===== src/rtl/ubc_regs.vh =====
// register map, field positions, reset values and timing counts
`ifndef UBC_REGS_VH
`define UBC_REGS_VH

// ---------------------------------------------------------------------------
// bus geometry
// ---------------------------------------------------------------------------
`define UBC_ADDR_W          17       // byte address width, index times four
`define UBC_IDX_W           15       // word index width
`define UBC_RESP_OKAY       2'b00    // axi okay answer
`define UBC_RESP_SLVERR     2'b10    // answer to an unmapped index

// ---------------------------------------------------------------------------
// register indices (byte address is four times the index)
// ---------------------------------------------------------------------------
`define UBC_IDX_DIV_LOW     15'h0000 // baud_divisor_low
`define UBC_IDX_DIV_HIGH    15'h0001 // baud_divisor_high
`define UBC_IDX_LINE_CTRL   15'h0003 // holds divisor latch access bit
`define UBC_IDX_SCRATCH     15'h0007 // scratch_storage
`define UBC_IDX_ACTIVATION  15'h4330 // block_activation
`define UBC_IDX_PIN_CTRL    15'h43f0 // serial_clock_pin_control

// ---------------------------------------------------------------------------
// field positions
// ---------------------------------------------------------------------------
`define UBC_LC_DIVISOR_LATCH_ACCESS_BIT_BIT     7        // divisor latch access bit
`define UBC_ACT_BIT         0        // block activate
`define UBC_PC_SRC_BIT      0        // reference source select
`define UBC_PC_POWER_BIT    1        // power control, keep at zero
`define UBC_PC_POL_BIT      2        // pin polarity inversion
`define UBC_PC_EXT_BIT      3        // external reference select
`define UBC_PC_MASK         8'h0f    // writable bits of the pin control
`define UBC_ACT_MASK        8'h01    // writable bits of the activation

// ---------------------------------------------------------------------------
// reset values
// ---------------------------------------------------------------------------
`define UBC_RST_DIV_LOW     8'h00
`define UBC_RST_DIV_HIGH    8'h00
`define UBC_RST_LINE_CTRL   8'h00
`define UBC_RST_SCRATCH     8'h00
`define UBC_RST_ACTIVATION  8'h00
`define UBC_RST_PIN_CTRL    8'h00

// ---------------------------------------------------------------------------
// internal reference: 1.8432 MHz out of 125 MHz is 1152 / 78125
// ---------------------------------------------------------------------------
`define UBC_INT_REF_STEP    17'h00480 // 1152
`define UBC_INT_REF_MOD     17'h1312d // 78125

`endif


===== src/rtl/ubc_axil_slave.v =====
// axi4-lite slave front end: handshakes, address capture and responses
`include "ubc_regs.vh"
module ubc_axil_slave (
  input  wire                    aclk,
  input  wire                    aresetn,
  input  wire [`UBC_ADDR_W-1:0]  s_axi_awaddr,
  input  wire                    s_axi_awvalid,
  output reg                     s_axi_awready,
  input  wire [31:0]             s_axi_wdata,
  input  wire [3:0]              s_axi_wstrb,
  input  wire                    s_axi_wvalid,
  output reg                     s_axi_wready,
  output reg  [1:0]              s_axi_bresp,
  output reg                     s_axi_bvalid,
  input  wire                    s_axi_bready,
  input  wire [`UBC_ADDR_W-1:0]  s_axi_araddr,
  input  wire                    s_axi_arvalid,
  output reg                     s_axi_arready,
  output reg  [31:0]             s_axi_rdata,
  output reg  [1:0]              s_axi_rresp,
  output reg                     s_axi_rvalid,
  input  wire                    s_axi_rready,
  output reg                     wr_en,
  output reg  [`UBC_IDX_W-1:0]   wr_idx,
  output reg  [7:0]              wr_data,
  output reg                     wr_lane0,
  input  wire                    wr_hit,
  output reg  [`UBC_IDX_W-1:0]   rd_idx,
  input  wire [7:0]              rd_data,
  input  wire                    rd_hit
);

  reg aw_held;   // write address taken, waiting for the pair
  reg w_held;    // write data taken, waiting for the pair
  reg rd_pend;   // read index captured, data one cycle later

  // -------------------------------------------------------------------------
  // write channel: address and data in either order, then one response
  // -------------------------------------------------------------------------
  always @(posedge aclk) begin
    if (!aresetn) begin
      s_axi_awready <= 1'b1;
      s_axi_wready  <= 1'b1;
      s_axi_bvalid  <= 1'b0;
      s_axi_bresp   <= `UBC_RESP_OKAY;
      aw_held       <= 1'b0;
      w_held        <= 1'b0;
      wr_en         <= 1'b0;
      wr_idx        <= {`UBC_IDX_W{1'b0}};
      wr_data       <= 8'h00;
      wr_lane0      <= 1'b0;
    end else begin
      wr_en <= 1'b0;
      // address taken; ready drops until the response is accepted
      if (s_axi_awvalid && s_axi_awready) begin
        aw_held       <= 1'b1;
        s_axi_awready <= 1'b0;
        wr_idx        <= s_axi_awaddr[`UBC_ADDR_W-1:2];
      end
      // only lane 0 carries register data, the upper lanes are ignored
      if (s_axi_wvalid && s_axi_wready) begin
        w_held       <= 1'b1;
        s_axi_wready <= 1'b0;
        wr_data      <= s_axi_wdata[7:0];
        wr_lane0     <= s_axi_wstrb[0];
      end
      // both halves present: commit and answer in the same edge
      if (aw_held && w_held && !s_axi_bvalid) begin
        wr_en        <= 1'b1;
        aw_held      <= 1'b0;
        w_held       <= 1'b0;
        s_axi_bvalid <= 1'b1;
        s_axi_bresp  <= wr_hit ? `UBC_RESP_OKAY : `UBC_RESP_SLVERR;
      end
      if (s_axi_bvalid && s_axi_bready) begin
        s_axi_bvalid  <= 1'b0;
        s_axi_awready <= 1'b1;
        s_axi_wready  <= 1'b1;
      end
    end
  end

  // -------------------------------------------------------------------------
  // read channel: capture index, answer one cycle later from the map
  // -------------------------------------------------------------------------
  always @(posedge aclk) begin
    if (!aresetn) begin
      s_axi_arready <= 1'b1;
      s_axi_rvalid  <= 1'b0;
      s_axi_rdata   <= 32'h00000000;
      s_axi_rresp   <= `UBC_RESP_OKAY;
      rd_pend       <= 1'b0;
      rd_idx        <= {`UBC_IDX_W{1'b0}};
    end else begin
      if (s_axi_arvalid && s_axi_arready) begin
        s_axi_arready <= 1'b0;
        rd_pend       <= 1'b1;
        rd_idx        <= s_axi_araddr[`UBC_ADDR_W-1:2];
      end
      if (rd_pend) begin
        rd_pend      <= 1'b0;
        s_axi_rvalid <= 1'b1;
        s_axi_rdata  <= {24'h000000, rd_data};
        s_axi_rresp  <= rd_hit ? `UBC_RESP_OKAY : `UBC_RESP_SLVERR;
      end
      if (s_axi_rvalid && s_axi_rready) begin
        s_axi_rvalid  <= 1'b0;
        s_axi_arready <= 1'b1;
      end
    end
  end

endmodule // ubc_axil_slave


===== src/rtl/ubc_baud_gen.v =====
// divides reference ticks by the 16-bit divisor into the 16x baud enable
module ubc_baud_gen (
  input  wire        aclk,
  input  wire        aresetn,
  input  wire        run,       // block active
  input  wire        ref_tick,  // one aclk pulse per reference cycle
  input  wire [15:0] divisor,
  output reg         baud_out,  // generator output level
  output reg         baud_en    // one-cycle enable per baud output cycle
);

  reg  [15:0] count;                         // reference cycles seen
  wire        div_one  = (divisor == 16'h0001);
  wire        div_zero = (divisor == 16'h0000);
  wire [15:0] last     = divisor - 16'h0001; // terminal count
  wire        wrap     = (count >= last);    // also catches a shrunk divisor

  // -------------------------------------------------------------------------
  // counter and output
  // -------------------------------------------------------------------------
  always @(posedge aclk) begin
    if (!aresetn || !run || div_zero) begin
      // zero divisor lies outside the range: no enables at all
      count    <= 16'h0000;
      baud_out <= 1'b0;
      baud_en  <= 1'b0;
    end else if (div_one) begin
      // divide by one: level stays high, every reference cycle enables
      count    <= 16'h0000;
      baud_out <= 1'b1;
      baud_en  <= ref_tick;
    end else begin
      baud_en <= ref_tick && wrap;
      if (ref_tick) begin
        count    <= wrap ? 16'h0000 : count + 16'h0001;
        baud_out <= wrap;
      end
    end
  end

endmodule // ubc_baud_gen


===== src/rtl/ubc_top.v =====
// baud generator and configuration registers of the serial port
//
// Decided for this implementation: the AXI4-Lite slave port.
`include "ubc_regs.vh"

// ---------------------------------------------------------------------------
// overview
// ---------------------------------------------------------------------------
// the block holds the divisor, scratch, pin control and activation
// registers behind an axi4-lite slave.  a reference tick is picked out
// of three sources and divided into the 16x baud enable, which feeds
// the shift logic outside.  the serial pins pass through here so their
// sense can be flipped.

// Operation
// - eight-bit scratch register, no side effects
// - divide selected reference by the divisor
// - divisor low and high bytes, reset zero
// - divisor writes only while latch access set
// - divisor one keeps generator output high
// - control bit 3 picks 24 or 16 MHz
// - control bit 2 inverts transmit and receive
// - control bit 0 set picks external, clear picks internal 1.8432 MHz
// - activation bit 0 enables reference, generator and pins; registers stay writable
module ubc_top (
  input  wire                    aclk,
  input  wire                    aresetn,
  // axi4-lite register port
  input  wire [`UBC_ADDR_W-1:0]  s_axi_awaddr,
  input  wire                    s_axi_awvalid,
  output wire                    s_axi_awready,
  input  wire [31:0]             s_axi_wdata,
  input  wire [3:0]              s_axi_wstrb,
  input  wire                    s_axi_wvalid,
  output wire                    s_axi_wready,
  output wire [1:0]              s_axi_bresp,
  output wire                    s_axi_bvalid,
  input  wire                    s_axi_bready,
  input  wire [`UBC_ADDR_W-1:0]  s_axi_araddr,
  input  wire                    s_axi_arvalid,
  output wire                    s_axi_arready,
  output wire [31:0]             s_axi_rdata,
  output wire [1:0]              s_axi_rresp,
  output wire                    s_axi_rvalid,
  input  wire                    s_axi_rready,
  // external reference ticks, one aclk pulse per reference cycle
  input  wire                    ext_ref_24m_tick,
  input  wire                    ext_ref_16m_tick,
  // serial side
  input  wire                    core_tx_data,
  output reg                     uart_tx,
  input  wire                    uart_rx,
  output reg                     core_rx_data,
  // generator and configuration outputs toward the shift logic
  output wire                    baud_out,
  output wire                    baud_en,
  output reg                     block_active,
  output reg                     divisor_latch_access_bit
);

  // -------------------------------------------------------------------------
  // register storage
  // -------------------------------------------------------------------------
  reg  [7:0]             baud_divisor_low;         // divisor bits 7:0
  reg  [7:0]             baud_divisor_high;        // divisor bits 15:8
  reg  [6:0]             line_control_rest;        // other line ctrl bits
  reg  [7:0]             scratch_storage;          // free for software
  reg  [7:0]             serial_clock_pin_control; // source and polarity

  // -------------------------------------------------------------------------
  // bus side wires
  // -------------------------------------------------------------------------
  wire                   wr_en;     // one-cycle commit of a write
  wire [`UBC_IDX_W-1:0]  wr_idx;    // word index of the write
  wire [7:0]             wr_data;   // lane 0 of the write data
  wire                   wr_lane0;  // lane 0 strobe
  wire [`UBC_IDX_W-1:0]  rd_idx;    // word index of the read
  reg                    wr_hit;    // write index is mapped
  reg                    rd_hit;    // read index is mapped
  reg  [7:0]             rd_data;   // read data for the captured index
  wire                   wr_go;     // write that actually stores

  // -------------------------------------------------------------------------
  // reference selection wires
  // -------------------------------------------------------------------------
  reg  [16:0]            int_acc;   // fractional accumulator
  reg                    int_tick;  // internal 1.8432 MHz tick
  reg                    ref_tick;  // selected reference tick
  wire [16:0]            acc_sum;   // accumulator plus step
  wire                   ext_pick;  // chosen external tick
  wire [15:0]            divisor;   // full divisor

  // line control reset value, split into the latch bit and the rest
  localparam [7:0]       lc_rst_value = `UBC_RST_LINE_CTRL;

  // -------------------------------------------------------------------------
  // bus slave
  // -------------------------------------------------------------------------
  ubc_axil_slave u_slave (
    .aclk          (aclk),
    .aresetn       (aresetn),
    .s_axi_awaddr  (s_axi_awaddr),
    .s_axi_awvalid (s_axi_awvalid),
    .s_axi_awready (s_axi_awready),
    .s_axi_wdata   (s_axi_wdata),
    .s_axi_wstrb   (s_axi_wstrb),
    .s_axi_wvalid  (s_axi_wvalid),
    .s_axi_wready  (s_axi_wready),
    .s_axi_bresp   (s_axi_bresp),
    .s_axi_bvalid  (s_axi_bvalid),
    .s_axi_bready  (s_axi_bready),
    .s_axi_araddr  (s_axi_araddr),
    .s_axi_arvalid (s_axi_arvalid),
    .s_axi_arready (s_axi_arready),
    .s_axi_rdata   (s_axi_rdata),
    .s_axi_rresp   (s_axi_rresp),
    .s_axi_rvalid  (s_axi_rvalid),
    .s_axi_rready  (s_axi_rready),
    .wr_en         (wr_en),
    .wr_idx        (wr_idx),
    .wr_data       (wr_data),
    .wr_lane0      (wr_lane0),
    .wr_hit        (wr_hit),
    .rd_idx        (rd_idx),
    .rd_data       (rd_data),
    .rd_hit        (rd_hit)
  );

  // only a committed write with lane 0 enabled changes a register
  assign wr_go = wr_en && wr_lane0;

  // -------------------------------------------------------------------------
  // write address decode
  // -------------------------------------------------------------------------
  always @* begin
    if (wr_idx == `UBC_IDX_DIV_LOW) begin
      wr_hit = 1'b1;
    end else if (wr_idx == `UBC_IDX_DIV_HIGH) begin
      wr_hit = 1'b1;
    end else if (wr_idx == `UBC_IDX_LINE_CTRL) begin
      wr_hit = 1'b1;
    end else if (wr_idx == `UBC_IDX_SCRATCH) begin
      wr_hit = 1'b1;
    end else if (wr_idx == `UBC_IDX_ACTIVATION) begin
      wr_hit = 1'b1;
    end else if (wr_idx == `UBC_IDX_PIN_CTRL) begin
      wr_hit = 1'b1;
    end else begin
      wr_hit = 1'b0;    // unmapped: answered with slverr
    end
  end

  // -------------------------------------------------------------------------
  // register writes
  // -------------------------------------------------------------------------
  // registers stay writable while the block is inactive, otherwise
  // software could never set the activate bit in the first place
  always @(posedge aclk) begin
    if (!aresetn) begin
      baud_divisor_low         <= `UBC_RST_DIV_LOW;
      baud_divisor_high        <= `UBC_RST_DIV_HIGH;
      divisor_latch_access_bit <= lc_rst_value[`UBC_LC_DIVISOR_LATCH_ACCESS_BIT_BIT];
      line_control_rest        <= lc_rst_value[6:0];
      scratch_storage          <= `UBC_RST_SCRATCH;
      block_active             <= 1'b0;
      serial_clock_pin_control <= `UBC_RST_PIN_CTRL;
    end else if (wr_go) begin
      if (wr_idx == `UBC_IDX_DIV_LOW) begin
        // divisor bytes ignore writes while the latch bit is clear
        if (divisor_latch_access_bit) begin
          baud_divisor_low <= wr_data;
        end
      end else if (wr_idx == `UBC_IDX_DIV_HIGH) begin
        if (divisor_latch_access_bit) begin
          baud_divisor_high <= wr_data;
        end
      end else if (wr_idx == `UBC_IDX_LINE_CTRL) begin
        divisor_latch_access_bit <= wr_data[`UBC_LC_DIVISOR_LATCH_ACCESS_BIT_BIT];
        line_control_rest        <= wr_data[6:0];
      end else if (wr_idx == `UBC_IDX_SCRATCH) begin
        // plain storage, wired to nothing else
        scratch_storage <= wr_data;
      end else if (wr_idx == `UBC_IDX_ACTIVATION) begin
        block_active <= wr_data[`UBC_ACT_BIT];
      end else if (wr_idx == `UBC_IDX_PIN_CTRL) begin
        // power bit is stored as written; nothing here acts on it
        serial_clock_pin_control <= wr_data & `UBC_PC_MASK;
      end
    end
  end

  // -------------------------------------------------------------------------
  // read decode
  // -------------------------------------------------------------------------
  // reads have no side effects; reserved bits come back as zero
  always @* begin
    rd_hit  = 1'b1;
    rd_data = 8'h00;
    if (rd_idx == `UBC_IDX_DIV_LOW) begin
      rd_data = baud_divisor_low;
    end else if (rd_idx == `UBC_IDX_DIV_HIGH) begin
      rd_data = baud_divisor_high;
    end else if (rd_idx == `UBC_IDX_LINE_CTRL) begin
      rd_data = {divisor_latch_access_bit, line_control_rest};
    end else if (rd_idx == `UBC_IDX_SCRATCH) begin
      rd_data = scratch_storage;
    end else if (rd_idx == `UBC_IDX_ACTIVATION) begin
      rd_data = {7'h00, block_active} & `UBC_ACT_MASK;
    end else if (rd_idx == `UBC_IDX_PIN_CTRL) begin
      rd_data = serial_clock_pin_control & `UBC_PC_MASK;
    end else begin
      rd_hit = 1'b0;    // unmapped: zero data with slverr
    end
  end

  // -------------------------------------------------------------------------
  // internal reference tick
  // -------------------------------------------------------------------------
  // a fractional accumulator gives 1152 ticks per 78125 clocks, which
  // averages 1.8432 MHz exactly; single ticks jitter by one clock
  assign acc_sum = int_acc + `UBC_INT_REF_STEP;

  always @(posedge aclk) begin
    if (!aresetn || !block_active) begin
      int_acc  <= 17'h00000;
      int_tick <= 1'b0;
    end else if (acc_sum >= `UBC_INT_REF_MOD) begin
      int_acc  <= acc_sum - `UBC_INT_REF_MOD;
      int_tick <= 1'b1;
    end else begin
      int_acc  <= acc_sum;
      int_tick <= 1'b0;
    end
  end

  // -------------------------------------------------------------------------
  // reference source selection
  // -------------------------------------------------------------------------
  // a source change mid-count shifts the next baud edge by a fraction
  // of a reference cycle; software changes it while the port is idle
  assign ext_pick = serial_clock_pin_control[`UBC_PC_EXT_BIT] ?
                    ext_ref_16m_tick : ext_ref_24m_tick;

  always @(posedge aclk) begin
    if (!aresetn || !block_active) begin
      ref_tick <= 1'b0;
    end else if (serial_clock_pin_control[`UBC_PC_SRC_BIT]) begin
      ref_tick <= ext_pick;
    end else begin
      ref_tick <= int_tick;
    end
  end

  // -------------------------------------------------------------------------
  // baud generator
  // -------------------------------------------------------------------------
  // the divisor is not double buffered: a new byte acts on the next
  // reference tick, so a half-written divisor is briefly live
  assign divisor = {baud_divisor_high, baud_divisor_low};

  ubc_baud_gen u_baud (
    .aclk     (aclk),
    .aresetn  (aresetn),
    .run      (block_active),
    .ref_tick (ref_tick),
    .divisor  (divisor),
    .baud_out (baud_out),
    .baud_en  (baud_en)
  );

  // -------------------------------------------------------------------------
  // serial pins
  // -------------------------------------------------------------------------
  // while inactive the line idles at mark, in the selected sense, so
  // the far end sees no false start bit
  always @(posedge aclk) begin
    if (!aresetn) begin
      uart_tx      <= 1'b1;
      core_rx_data <= 1'b1;
    end else if (!block_active) begin
      uart_tx      <= ~serial_clock_pin_control[`UBC_PC_POL_BIT];
      core_rx_data <= 1'b1;
    end else begin
      uart_tx      <= core_tx_data ^
                      serial_clock_pin_control[`UBC_PC_POL_BIT];
      core_rx_data <= uart_rx ^
                      serial_clock_pin_control[`UBC_PC_POL_BIT];
    end
  end

endmodule // ubc_top


===== config.mk =====
export PLATFORM = sky130hd
export DESIGN_NAME = ubc_top
export DESIGN_NICKNAME = d
export VERILOG_FILES = /design/src/rtl/ubc_axil_slave.v /design/src/rtl/ubc_baud_gen.v /design/src/rtl/ubc_top.v
export VERILOG_INCLUDE_DIRS = /design/src /design/src/rtl
export SDC_FILE = /design/constraint.sdc
export NUM_CORES = 1
export LEC_CHECK = 0
export BUFFER_PORTS_ARGS = -buffer_cell sky130_fd_sc_hd__buf_2
export CAP_MARGIN = 0
export CORE_ASPECT_RATIO = 0.9
export CORE_MARGIN = 1
export CORE_UTILIZATION = 58
export CTS_BUF_LIST = sky130_fd_sc_hd__clkbuf_4
export DETAILED_ROUTE_END_ITERATION = 12
export PLACE_DENSITY = 0.92
export RECOVER_POWER = 100
export SLEW_MARGIN = 20
export SYNTH_ARGS = -nofsm -noshare
export SYNTH_HDL_FRONTEND = slang
export SYNTH_SLANG_ARGS = --single-unit

===== constraint.sdc =====
create_clock -name aclk -period 3.49 [get_ports aclk]
set_input_delay 0.1745 -clock aclk [delete_from_list [all_inputs] [get_ports aclk]]
set_output_delay 0.1745 -clock aclk [all_outputs]
set_load 0.1 [all_outputs]

==> key figures, run 1 <==
Outcome
  – Failing checks: capacitance limit, slew limit
  – Status: finished with violations

Drt
  – DRC viols: 0
  – WL final: 16.78 mm
  – Initial DRC Count: 522
  – Vias: 6257
  – Antenna Nets Post-Route: 0
  – Vias per cell: 5.714
  – First-pass iteration count of the detailed router: 7
  – Drt wl/cell: 15.33 um

CTS
  – Clock latency at the later pin of the worst-skew pair: 560 ps
  – Root Buffer: clkbuf_4
  – CTS tree: built
  – Max Buffers Root-to-Sink: 2
  – Num CTS Buffers: 17
  – Clk sink count: 134
  – H-tree depth: 4
  – Cts repair resizes: 0
  – Clock Pin Slew Worst Setup and Hold Paths: 130 ps

Floorplanning
  – Die Width: 115.3 um
  – Top-Level Pins: 128
  – Die area: 11990 um2
  – Die Ht: 104.0 um
  – Initial Util: 60.75%
  – Row count: 36
  – Core box area: 11040 um2

Pwr
  – Leakage: 3.001 nW
  – VDD IR max: 0.0003001 V
  – Cell area power density: 379.1 nW/um2
  – Total Power: 2.917 mW

STA
  – Final number of max-transition violations: 56
  – Tmin final: 3193 ps
  – Final-report hold violation count: 0
  – Fin crit share: 91.49%
  – Slew at the pin closest to its max-slew limit: 1623 ps
  – Worst hold slack: 50.85 ps
  – Headroom to the max-slew limit: -8.307%
  – RSZ-0062 raised after global routing: no
  – Final setup margin: 297.1 ps
  – Clock Skews: 15.08 ps
  – Fmax achieved: 313.2 MHz
  – Sum Neg Setup Slack: 0 ps
  – Final setup fails: 0

Yosys
  – Post-Syn Area: 6704 um2
  – Synth area leader: dfxtp_1
  – Synth async-reset ratio: 0%
  – Most common flop cell mapped by yosys: dfxtp_1
  – Syn Inst Count: 821
  – Flops & latches, synth: 134
  – Synth top area share: 40.01%
  – Post-synthesis cell type count: 63
  – Synth Area in XOR/XNOR: 5.356%
  – Top post-synthesis cells by area: dfxtp_1, nand2_1, a21oi_1
  – Ys Warns: 0
  – Post-Synth Adder-Cell Area: 4.479%
  – Post-synthesis mux area share: 4.927%
  – Largest family of logic cells by synthesized area: simple AND/OR/NAND/NOR gates
  – Simple-gate portion of the synthesized area: 24.49%
  – Syn Area/Cell: 8.166 um2
  – Synth Area in Compound Gates: 14.52%
  – Seq/Total Area, Yosys: 40.01%
  – Post-synth EDFFs: 0

Critical path
  – Critical path arrival: 3700 ps
  – Kind of critical path: input port to flop
  – Worst EP required: 4000 ps
  – Crit Path Max Fanout: 55
  – Worst Setup Start Kind: input port
  – Worst Setup End Kind: flop

GRT
  – Grt total ovfl: 0
  – Number of global-route vias before repair: 6014
  – Largest net degree at the start of global routing: 56
  – First-pass GRT wire length: 27.90 mm
  – Initial antenna violation count: 0
  – Total GRT Usage: 29.18%

Layout
  – Share of cells above drive strength 1: 9.544%
  – Utilization after layout: 69.73%
  – Antenna cells: 0
  – Area Growth Syn to Fin: 14.78%
  – Nets: 1035

Worst hold path
  – Worst Hold Class: input port to flop

Placement
  – Post-place setup slack: 527.7 ps
  – RePlAce Congestion: 0.8599
  – Input/output buffers: 70
  – Dpl hpwl: 10.50 mm

Flow run
  – Max-cap viol count: 1
-- cell usage after synthesis, types with 6 or more instances --
| cell | count |
|---|---|
| nand3_1 | 23 |
| xnor2_1 | 19 |
| nand2_1 | 154 |
| a211oi_1 | 8 |
| clkbuf_1 | 27 |
| and3_1 | 6 |
| o21ai_0 | 18 |
| o221ai_1 | 6 |
| nand4_1 | 12 |
| nor3_1 | 16 |
| a21oi_1 | 90 |
| xor2_1 | 22 |
| dfxtp_1 | 134 |
| mux2i_1 | 33 |
| and2_1 | 6 |
| nor2_1 | 77 |
| nand2b_1 | 12 |
| inv_1 | 17 |
| a21o_1 | 6 |
| buf_4 | 26 |
| ha_1 | 24 |
-- what timing repair did --
| action | CTS | global route |
|---|---|---|
| setup buffers | 0 | 0 |
| hold buffers | 50 | 0 |
| endpoints found under the hold margin | 47 | 0 |
-- layout by cell type, fill, tap and decap left out, types with 22 or more instances in the layout --
cell type / n
nand2_1: 154
a21oi_1: 90
xor2_1: 22
nor2_1: 77
conb_1: 26
nand3_1: 23
dfxtp_1: 134
dlygate4sd3_1: 50
buf_2: 48
clkbuf_1: 25
mux2i_1: 33
ha_1: 24
-- area by class of cell --
class / count / area [um2]
Clock inverter: 15 / 103.9
Sequential cell: 134 / 2683
Fill cell: 826 / 3341
Tap cell: 152 / 190.2
Multi-Input combinational cell: 635 / 3680
Clock buffer: 17 / 127.6
Inverter: 17 / 63.81
Timing Repair Buffer: 125 / 847.1
-- cell families after synthesis --
| logic type | after synthesis |
|---|---|
| DFF | 134 |
| adders and majority gates | 24 |
| and+or+nand+nor | 350 |
| muxes | 33 |
| other | 1 |
| AOI/OAI and AO/OA | 161 |
| buffers and inverters | 77 |
| xor gates and xnor gates | 41 |
-- final timing paths --
check	start	endpoint	slack, ps	cells after the start
min	ext_ref_24m_tick	ref_tick	50	3
max	aresetn	u_slave.s_axi_awready	300	7
max reg2reg	int_acc[7]	int_acc[1]	360	10
min reg2reg	scratch_storage[7]	scratch_storage[7]	460	2
-- critical path: stages --
cell           delay (ps)
dlygate4sd3_1         540
clkbuf_1              150
inv_1                1180
clkbuf_1              780
a21oi_1               140
o21ai_0               140
dlygate4sd3_1         580
-- routing by layer --
layer / vias up / routed length, um / global-route usage [%]
li1: 3010 / - / -
met1: 2948 / 7018 / 35.24
met3: 48 / 1031 / 6.643
met2: 251 / 8299 / 49.36
met5: - / 0 / 0
met4: 0 / 434 / 12.15
-- flip-flops by register name, summed over array words and instances (netlist names), 4 cells and up --
signal and count:
u_baud.count 16, baud_divisor_high 8, line_control_rest 7, u_slave.wr_idx 15
serial_clock_pin_control 4, u_slave.s_axi_rdata 8, baud_divisor_low 8, u_slave.wr_data 8
u_slave.rd_idx 15, scratch_storage 8, int_acc 17
-- through the flow --
stage               std cells  cell area, um2
floorplan                 846            6798
global placement         1013            7027
detailed placement       1013            7027
CTS                      1095            7759
global route             1095            7695
finish                   1095            7695
-- where the power goes --
part / switching [mW] / internal (mW)
clock: 0.617 / 0.280
sequential: 0.0474 / 1.57
combinational: 0.296 / 0.110
Power figures use the tool's default switching activity.
==> run 2: changes to the inputs <==
--- a/config.mk
+++ b/config.mk
@@ -6,6 +6,7 @@
 export SDC_FILE = /design/constraint.sdc
 export NUM_CORES = 1
 export LEC_CHECK = 0
+export ABC_AREA = 1
 export BUFFER_PORTS_ARGS = -buffer_cell sky130_fd_sc_hd__buf_2
 export CAP_MARGIN = 0
 export CORE_ASPECT_RATIO = 0.9
@@ -13,7 +14,7 @@
 export CORE_UTILIZATION = 58
 export CTS_BUF_LIST = sky130_fd_sc_hd__clkbuf_4
 export DETAILED_ROUTE_END_ITERATION = 12
-export PLACE_DENSITY = 0.92
+export PLACE_DENSITY = 0.91
 export RECOVER_POWER = 100
 export SLEW_MARGIN = 20
 export SYNTH_ARGS = -nofsm -noshare
==> run 2 against run 1 <==
Compared with the run above: the run still ends with capacitance limit, slew limit left; synthesized cell count is 23% higher; clock skew up 15 ps; worst hold slack lost 12 ps; sequential share of layout area fell by 1.9 points; wire length grew 11%.
==> key figures, run 2 <==
Yosys
  – Syn Area/Cell: 7.043 um2 (was 8.166 um2)
  – Synth top area share: 37.71% (was 40.01%)
  – Synth area leader: dfxtp_1 (unchanged)
  – Post-synth EDFFs: 0 (unchanged)
  – Post-Syn Area: 7113 um2 (was 6704 um2)
  – Flops & latches, synth: 134 (unchanged)
  – Seq/Total Area, Yosys: 37.71% (was 40.01%)
  – Post-synthesis cell type count: 42 (was 63)
  – Most common flop cell mapped by yosys: dfxtp_1 (unchanged)
  – Synth async-reset ratio: 0% (unchanged)
  – Top post-synthesis cells by area: dfxtp_1, nand2_1, nor2_1 (was dfxtp_1, nand2_1, a21oi_1)
  – Ys Warns: 0 (unchanged)
  – Cell with the most instances after synthesis: nand2_1 (unchanged)
  – Syn Inst Count: 1010 (was 821)
  – Synth cell count leaders: nand2_1, nor2_1, dfxtp_1, inv_1, o21ai_0 (was nand2_1, dfxtp_1, a21oi_1, nor2_1, mux2i_1)

Outcome
  – Failing checks: capacitance limit, slew limit (unchanged)
  – Status: finished with violations (unchanged)

Floorplanning
  – Core box area: 11670 um2 (was 11040 um2)
  – Die Ht: 107.1 um (was 104.0 um)
  – Initial Util: 60.97% (was 60.75%)
  – Row count: 37 (was 36)
  – Die Width: 118.7 um (was 115.3 um)
  – Die area: 12710 um2 (was 11990 um2)
  – Top-Level Pins: 128 (unchanged)

Pwr
  – Leakage: 3.590 nW (was 3.001 nW)
  – VDD IR max: 0.0003631 V (was 0.0003001 V)
  – Cell area power density: 376.3 nW/um2 (was 379.1 nW/um2)

Drt
  – Vias: 7178 (was 6257)
  – WL final: 18.61 mm (was 16.78 mm)
  – Initial DRC Count: 593 (was 522)
  – Drt wl/cell: 14.36 um (was 15.33 um)
  – First-pass iteration count of the detailed router: 10 (was 7)
  – DRC viols: 0 (unchanged)
  – Antenna Nets Post-Route: 0 (unchanged)
  – Vias per cell: 5.539 (was 5.714)

Layout
  – Final Cell Area: 8138 um2 (was 7695 um2)
  – Most frequent cells in the layout: nand2_1, nor2_1, dfxtp_1 (was nand2_1, dfxtp_1, a21oi_1)
  – Multi-input gate area: 3700 um2 (was 3680 um2)
  – Most common cell after layout, fill and taps aside: nand2_1 (unchanged)
  – Max reg flops: 17 (unchanged)
  – Nets: 1232 (was 1035)
  – Reg area: 2683 um2 (unchanged)
  – Fill cell total of the finished layout: 903 (was 826)
  – Most flops, register: int_acc (unchanged)
  – Area Growth Syn to Fin: 14.41% (was 14.78%)
  – Antenna cells: 0 (unchanged)
  – Share of cells above drive strength 1: 10.96% (was 9.544%)
  – Largest regs: int_acc: 17 flops, u_baud.count: 16 flops (unchanged)

STA
  – Slew at the pin closest to its max-slew limit: 2014 ps (was 1623 ps)
  – Worst hold slack: 38.83 ps (was 50.85 ps)
  – Fin crit share: 89.97% (was 91.49%)
  – Final number of max-transition violations: 58 (was 56)
  – Sum Neg Setup Slack: 0 ps (unchanged)
  – Final-report hold violation count: 0 (unchanged)
  – Clock Skews: 29.66 ps (was 15.08 ps)
  – Final setup fails: 0 (unchanged)
  – Tmin final: 3140 ps (was 3193 ps)
  – Headroom to the max-slew limit: -34.23% (was -8.307%)
  – RSZ-0062 raised after global routing: no (unchanged)
  – Fmax achieved: 318.5 MHz (was 313.2 MHz)

Critical path
  – Worst Setup End Kind: flop (unchanged)
  – R2r worst-path depth: 18 (was 10)
  – Crit Path Max Fanout: 16 (was 55)
  – Kind of critical path: flop to flop (was input port to flop)
  – Worst Setup Start Kind: flop (was input port)
  – Critical path arrival: 3570 ps (was 3700 ps)
  – RR Startpoint: baud_divisor_low[0] (was int_acc[7])
  – R2R Path End: u_baud.count[7] (was int_acc[1])
  – Setup slack, reg-to-reg: 350 ps (was 360 ps)
  – Launch point of the worst path: baud_divisor_low[0] (was aresetn)
  – Worst EP required: 3920 ps (was 4000 ps)

Worst hold path
  – Hold path depth: 5 (was 3)
  – Worst Hold Class: input port to flop (unchanged)
  – Hold Path Origin: ext_ref_24m_tick (unchanged)
  – Hold Path Sink: ref_tick (unchanged)

CTS
  – Clock latency at the later pin of the worst-skew pair: 560 ps (about the same)
  – Max Buffers Root-to-Sink: 2 (unchanged)
  – Clk sink count: 134 (unchanged)
  – Clock Pin Slew Worst Setup and Hold Paths: 120 ps (was 130 ps)
  – Num CTS Buffers: 17 (unchanged)
  – Root Buffer: clkbuf_4 (unchanged)
  – H-tree depth: 4 (unchanged)
  – Number of post-CTS setup repair buffers: 0 (unchanged)
  – CTS tree: built (unchanged)

GRT
  – Number of global-route vias before repair: 6742 (was 6014)
  – First-pass GRT wire length: 30.58 mm (was 27.90 mm)
  – Total GRT Usage: 30.07% (was 29.18%)
  – Largest net degree at the start of global routing: 58 (was 56)
  – Grt total ovfl: 0 (unchanged)
  – Initial antenna violation count: 0 (unchanged)

Placement
  – RePlAce Congestion: 0.9620 (was 0.8599)
  – Placed Area: 7468 um2 (was 7027 um2)
  – Input/output buffers: 70 (unchanged)
  – Dpl hpwl: 11.65 mm (was 10.50 mm)

Flow run
  – Max-cap viol count: 1 (unchanged)
[run 2: cell types whose count changed after synthesis, moves of 17 or more]
cell / previous run / this run
nand3_1: 23 / 62
o21ai_0: 18 / 82
nor2_1: 77 / 149
inv_1: 17 / 116
a21oi_1: 90 / 67
nand2_1: 154 / 171
mux2i_1: 33 / 0
[run 2: worst max-delay path, stage by stage (launching register included)]
cell and delay, ps:
dfxtp_1 330, inv_1 150, ha_1 230, inv_1 90
nor3_2 330, nand3_1 190, o21ai_0 190, inv_1 60
ha_1 260, nand2_1 40, inv_1 60, nand3_1 90
nor3_1 270, nand3_1 170, nand3_1 120, nand2_1 70
nand3_1 80, buf_4 220, nor3_1 70
[run 2: layout make-up]
cell class              count  share of cell area, %
clock buffers              17                  1.568
inverters                 123                  5.673
clock inverters            15                  1.661
flip-flops and latches    134                  32.96
multi-input cells         728                  45.46
repair buffers            123                  10.27
well taps                 156                  2.399
[run 2: how the worst max path moves through the flow]
stage	end	slack (ps)	depth (start not counted)
after CTS	u_baud.count[7]	350	18
after global routing	u_baud.count[7]	8	19
after global placement	u_baud.count[2]	550	18
after detailed placement	u_baud.count[7]	390	18
final	u_baud.count[7]	350	18
after floorplan	u_baud.count[13]	720	18
[run 2: layer usage]
layer	global-route usage (%)	vias to the layer above	share of wire [%]
met3	6.170	71	7.3
met2	51.59	398	48
met4	16.00	0	4.2
met1	35.48	3229	41
met5	0	-	0
li1	-	3480	-
[run 2: what timing repair did]
item | 4_1_cts | 5_1_grt
gates resized for setup | 0 | 1
hold buffers | 49 | 0
endpoints found under the setup margin | 0 | 3
hold endpoints to repair | 46 | 0
[run 2: logic make-up after synthesis]
family,share of synthesized area [%]
buf+inv,10.91
flops,37.71
fa+ha+maj,4.222
xor+xnor,2.938
simple gates,30.22
compound gates,13.95
other cells,0.05272
[run 2: stage by stage]
step           setup WS (ps)  std cells  util, %  power (mW)
2_1_floorplan          717.4       1035        -       1.986
3_3_place_gp           553.0       1215    64.02       2.035
3_5_place_dp           386.9       1215    64.02       2.043
4_1_cts                345.5       1296    70.47       3.029
5_1_grt                7.946       1296    69.76       3.167
6_report               349.9       1296    69.76       3.062
[run 2: where the power goes]
part	switching [mW]	internal [mW]
Clock	0.668	0.312
Sequential	0.0472	1.58
Combinational	0.343	0.113
==> run 3: changes to the inputs <==
==> constraint.sdc (replaced) <==
create_clock -name aclk -period 3.49 [get_ports aclk]
set_input_delay 0.349 -clock aclk [delete_from_list [all_inputs] [get_ports aclk]]
set_output_delay 0.349 -clock aclk [all_outputs]
set_load 0.1 [all_outputs]
==> run 3 against run 2 <==
Compared with the run above: the flow now finishes without violations; maximum frequency grew 0.39%; critical endpoint is now int_acc[0]; worst hold slack worse by 3.4 ps; wire length shrank 12%; largest cell class unchanged; critical path type unchanged.
==> key figures, run 3 (synthesized netlist as in run 2, its figures left out) <==
Floorplanning
  – Core box area: 11670 um2 (unchanged)
  – Die area: 12710 um2 (unchanged)
  – Initial Util: 60.97% (unchanged)
  – Row count: 37 (unchanged)
  – Top-Level Pins: 128 (unchanged)
  – Die Width: 118.7 um (unchanged)
  – Die Ht: 107.1 um (unchanged)

Placement
  – Post-place setup slack: 459.4 ps (was 386.9 ps)
  – Placed cells: 1216 (was 1215)
  – RePlAce Congestion: 0.9880 (was 0.9620)
  – Dpl hpwl: 11.89 mm (was 11.65 mm)
  – Input/output buffers: 70 (unchanged)

Critical path
  – Worst Setup Start Kind: flop (unchanged)
  – Worst Setup End Kind: flop (unchanged)
  – RR Startpoint: int_acc[7] (was baud_divisor_low[0])
  – R2r worst-path depth: 14 (was 18)
  – Critical path arrival: 3580 ps (was 3570 ps)
  – Kind of critical path: flop to flop (unchanged)
  – R2R Path End: int_acc[0] (was u_baud.count[7])
  – Crit Path Max Fanout: 18 (was 16)
  – Setup slack, reg-to-reg: 360 ps (was 350 ps)
  – Worst EP required: 3950 ps (was 3920 ps)

Layout
  – Non-filler instance count after layout: 1254 (was 1296)
  – Area Growth Syn to Fin: 9.182% (was 14.41%)
  – Fill cell total of the finished layout: 1006 (was 903)
  – Max reg flops: 17 (unchanged)
  – Share of cells above drive strength 1: 11.41% (was 10.96%)
  – Utilization after layout: 66.57% (was 69.76%)
  – Most common cell after layout, fill and taps aside: nand2_1 (unchanged)
  – Largest regs: int_acc: 17 flops, u_baud.count: 16 flops (unchanged)
  – Most frequent cells in the layout: nand2_1, nor2_1, dfxtp_1 (unchanged)
  – Nets: 1188 (was 1232)
  – Multi-input gate area: 3697 um2 (was 3700 um2)
  – Reg area: 2683 um2 (unchanged)
  – Most flops, register: int_acc (unchanged)

STA
  – Sum Neg Setup Slack: 0 ps (unchanged)
  – Headroom to the max-slew limit: 20.95% (was -34.23%)
  – Fin crit share: 89.63% (was 89.97%)
  – Final setup fails: 0 (unchanged)
  – Final-report hold violation count: 0 (unchanged)
  – Slew at the pin closest to its max-slew limit: 1191 ps (was 2014 ps)
  – Fmax achieved: 319.7 MHz (was 318.5 MHz)
  – Clock Skews: 17.18 ps (was 29.66 ps)
  – Final setup margin: 362.1 ps (was 349.9 ps)
  – Final number of max-transition violations: 0 (was 58)
  – Tmin final: 3128 ps (was 3140 ps)
  – RSZ-0062 raised after global routing: no (unchanged)

CTS
  – Clock latency at the later pin of the worst-skew pair: 550 ps (was 560 ps)
  – Number of post-CTS setup repair buffers: 0 (unchanged)
  – Num CTS Buffers: 17 (unchanged)
  – Clk sink count: 134 (unchanged)
  – CTS tree: built (unchanged)
  – Max Buffers Root-to-Sink: 2 (unchanged)
  – H-tree depth: 4 (unchanged)
  – Clock Pin Slew Worst Setup and Hold Paths: 150 ps (was 120 ps)
  – Root Buffer: clkbuf_4 (unchanged)

Drt
  – First-pass iteration count of the detailed router: 6 (was 10)
  – Antenna Nets Post-Route: 0 (unchanged)
  – Vias: 6595 (was 7178)
  – Drt wl/cell: 13.02 um (was 14.36 um)
  – DRC viols: 0 (unchanged)
  – Initial DRC Count: 514 (was 593)
  – Vias per cell: 5.259 (was 5.539)
  – WL final: 16.32 mm (was 18.61 mm)

Outcome
  – Status: complete, no violations (was finished with violations)

GRT
  – Number of global-route vias before repair: 6059 (was 6742)
  – Initial antenna violation count: 1 (was 0)
  – Total GRT Usage: 26.73% (was 30.07%)
  – First-pass GRT wire length: 27.19 mm (was 30.58 mm)
  – Grt total ovfl: 0 (unchanged)
  – Largest net degree at the start of global routing: 66 (was 58)

Pwr
  – Cell area power density: 410.8 nW/um2 (was 376.3 nW/um2)
  – VDD IR max: 0.0004362 V (was 0.0003631 V)
  – Leakage: 3.444 nW (was 3.590 nW)

Worst hold path
  – Hold Path Origin: s_axi_araddr[13] (was ext_ref_24m_tick)
  – Hold Path Sink: u_slave.rd_idx[11] (was ref_tick)
  – Hold path depth: 3 (was 5)
  – Worst Hold Class: input port to flop (unchanged)

Flow run
  – Max-cap viol count: 0 (was 1)
-- run 3: cell count changes in the layout (fill, tap and decap cells not counted), moves of 2 or more --
cell	before	now
a21oi_1	72	70
a21oi_2	4	6
buf_4	2	4
bufinv_16	0	2
clkinv_4	3	0
clkinv_8	0	2
diode_2	0	2
dlygate4sd3_1	49	4
nand2_1	174	177
nand2_2	10	7
-- run 3: area by class of cell --
cell class | count | area share [%]
clock inverters | 15 | 2.578
flip-flops and latches | 134 | 34.54
clock buffers | 17 | 1.643
multi-input cells | 728 | 47.61
inverters | 123 | 5.945
repair buffers | 79 | 5.107
diodes | 2 | 0.06444
well taps | 156 | 2.513
-- run 3: routing by layer --
layer,global-route usage (%),routed length (um),vias up,part of all wire (%)
li1,-,-,3383,-
met1,31.82,7137,2928,44
met2,46.53,7832,242,48
met3,6.809,984,42,6.0
met4,9.765,369,0,2.3
met5,0,0,-,0
-- run 3: what timing repair did --
action / 4_1_cts / 5_1_grt
endpoints found under the hold margin: 4 / 0
resized for setup: 0 / 0
endpoints found under the setup margin: 0 / 0
hold buffers: 4 / 0
-- run 3: critical path, cell delays in order (launching register included) --
cell	delay, ps
dfxtp_1	500
ha_1	220
nand2_1	100
nand2_1	200
nand3_1	140
nor2_1	300
nand2_1	190
nand2_1	120
nand2_1	90
clkinv_1	60
nand2_1	470
nand2_4	400
inv_1	90
nor2_1	100
nor2_1	50
-- run 3: per-stage QoR --
step                hold slack, ps  power (mW)  cell area, um2
detailed placement           454.0       2.045            7476
global route                 9.182       3.306            7766
CTS                          2.704       3.193            7844
global placement             447.8       2.035            7476
finish                       35.47       3.190            7766
floorplan                    427.0       1.986            7207
-- run 3: worst max path at each step --
stage / endpoint / startpoint / cells past startpoint / slack (ps)
2_1_floorplan: u_baud.count[13] / baud_divisor_low[0] / 18 / 720
4_1_cts: u_baud.count[2] / baud_divisor_low[2] / 19 / 430
3_3_place_gp: u_baud.count[7] / baud_divisor_low[0] / 19 / 670
5_1_grt: u_baud.count[2] / baud_divisor_low[2] / 19 / 50
3_5_place_dp: u_baud.count[2] / baud_divisor_low[2] / 19 / 460
6_report: int_acc[0] / int_acc[7] / 14 / 360
-- run 3: power by group --
group          total, mW  internal, mW  switching (mW)
Combinational      0.394        0.0781           0.316
Clock               1.17         0.471           0.701
Sequential          1.62          1.58          0.0441
Total               3.19          2.13            1.06
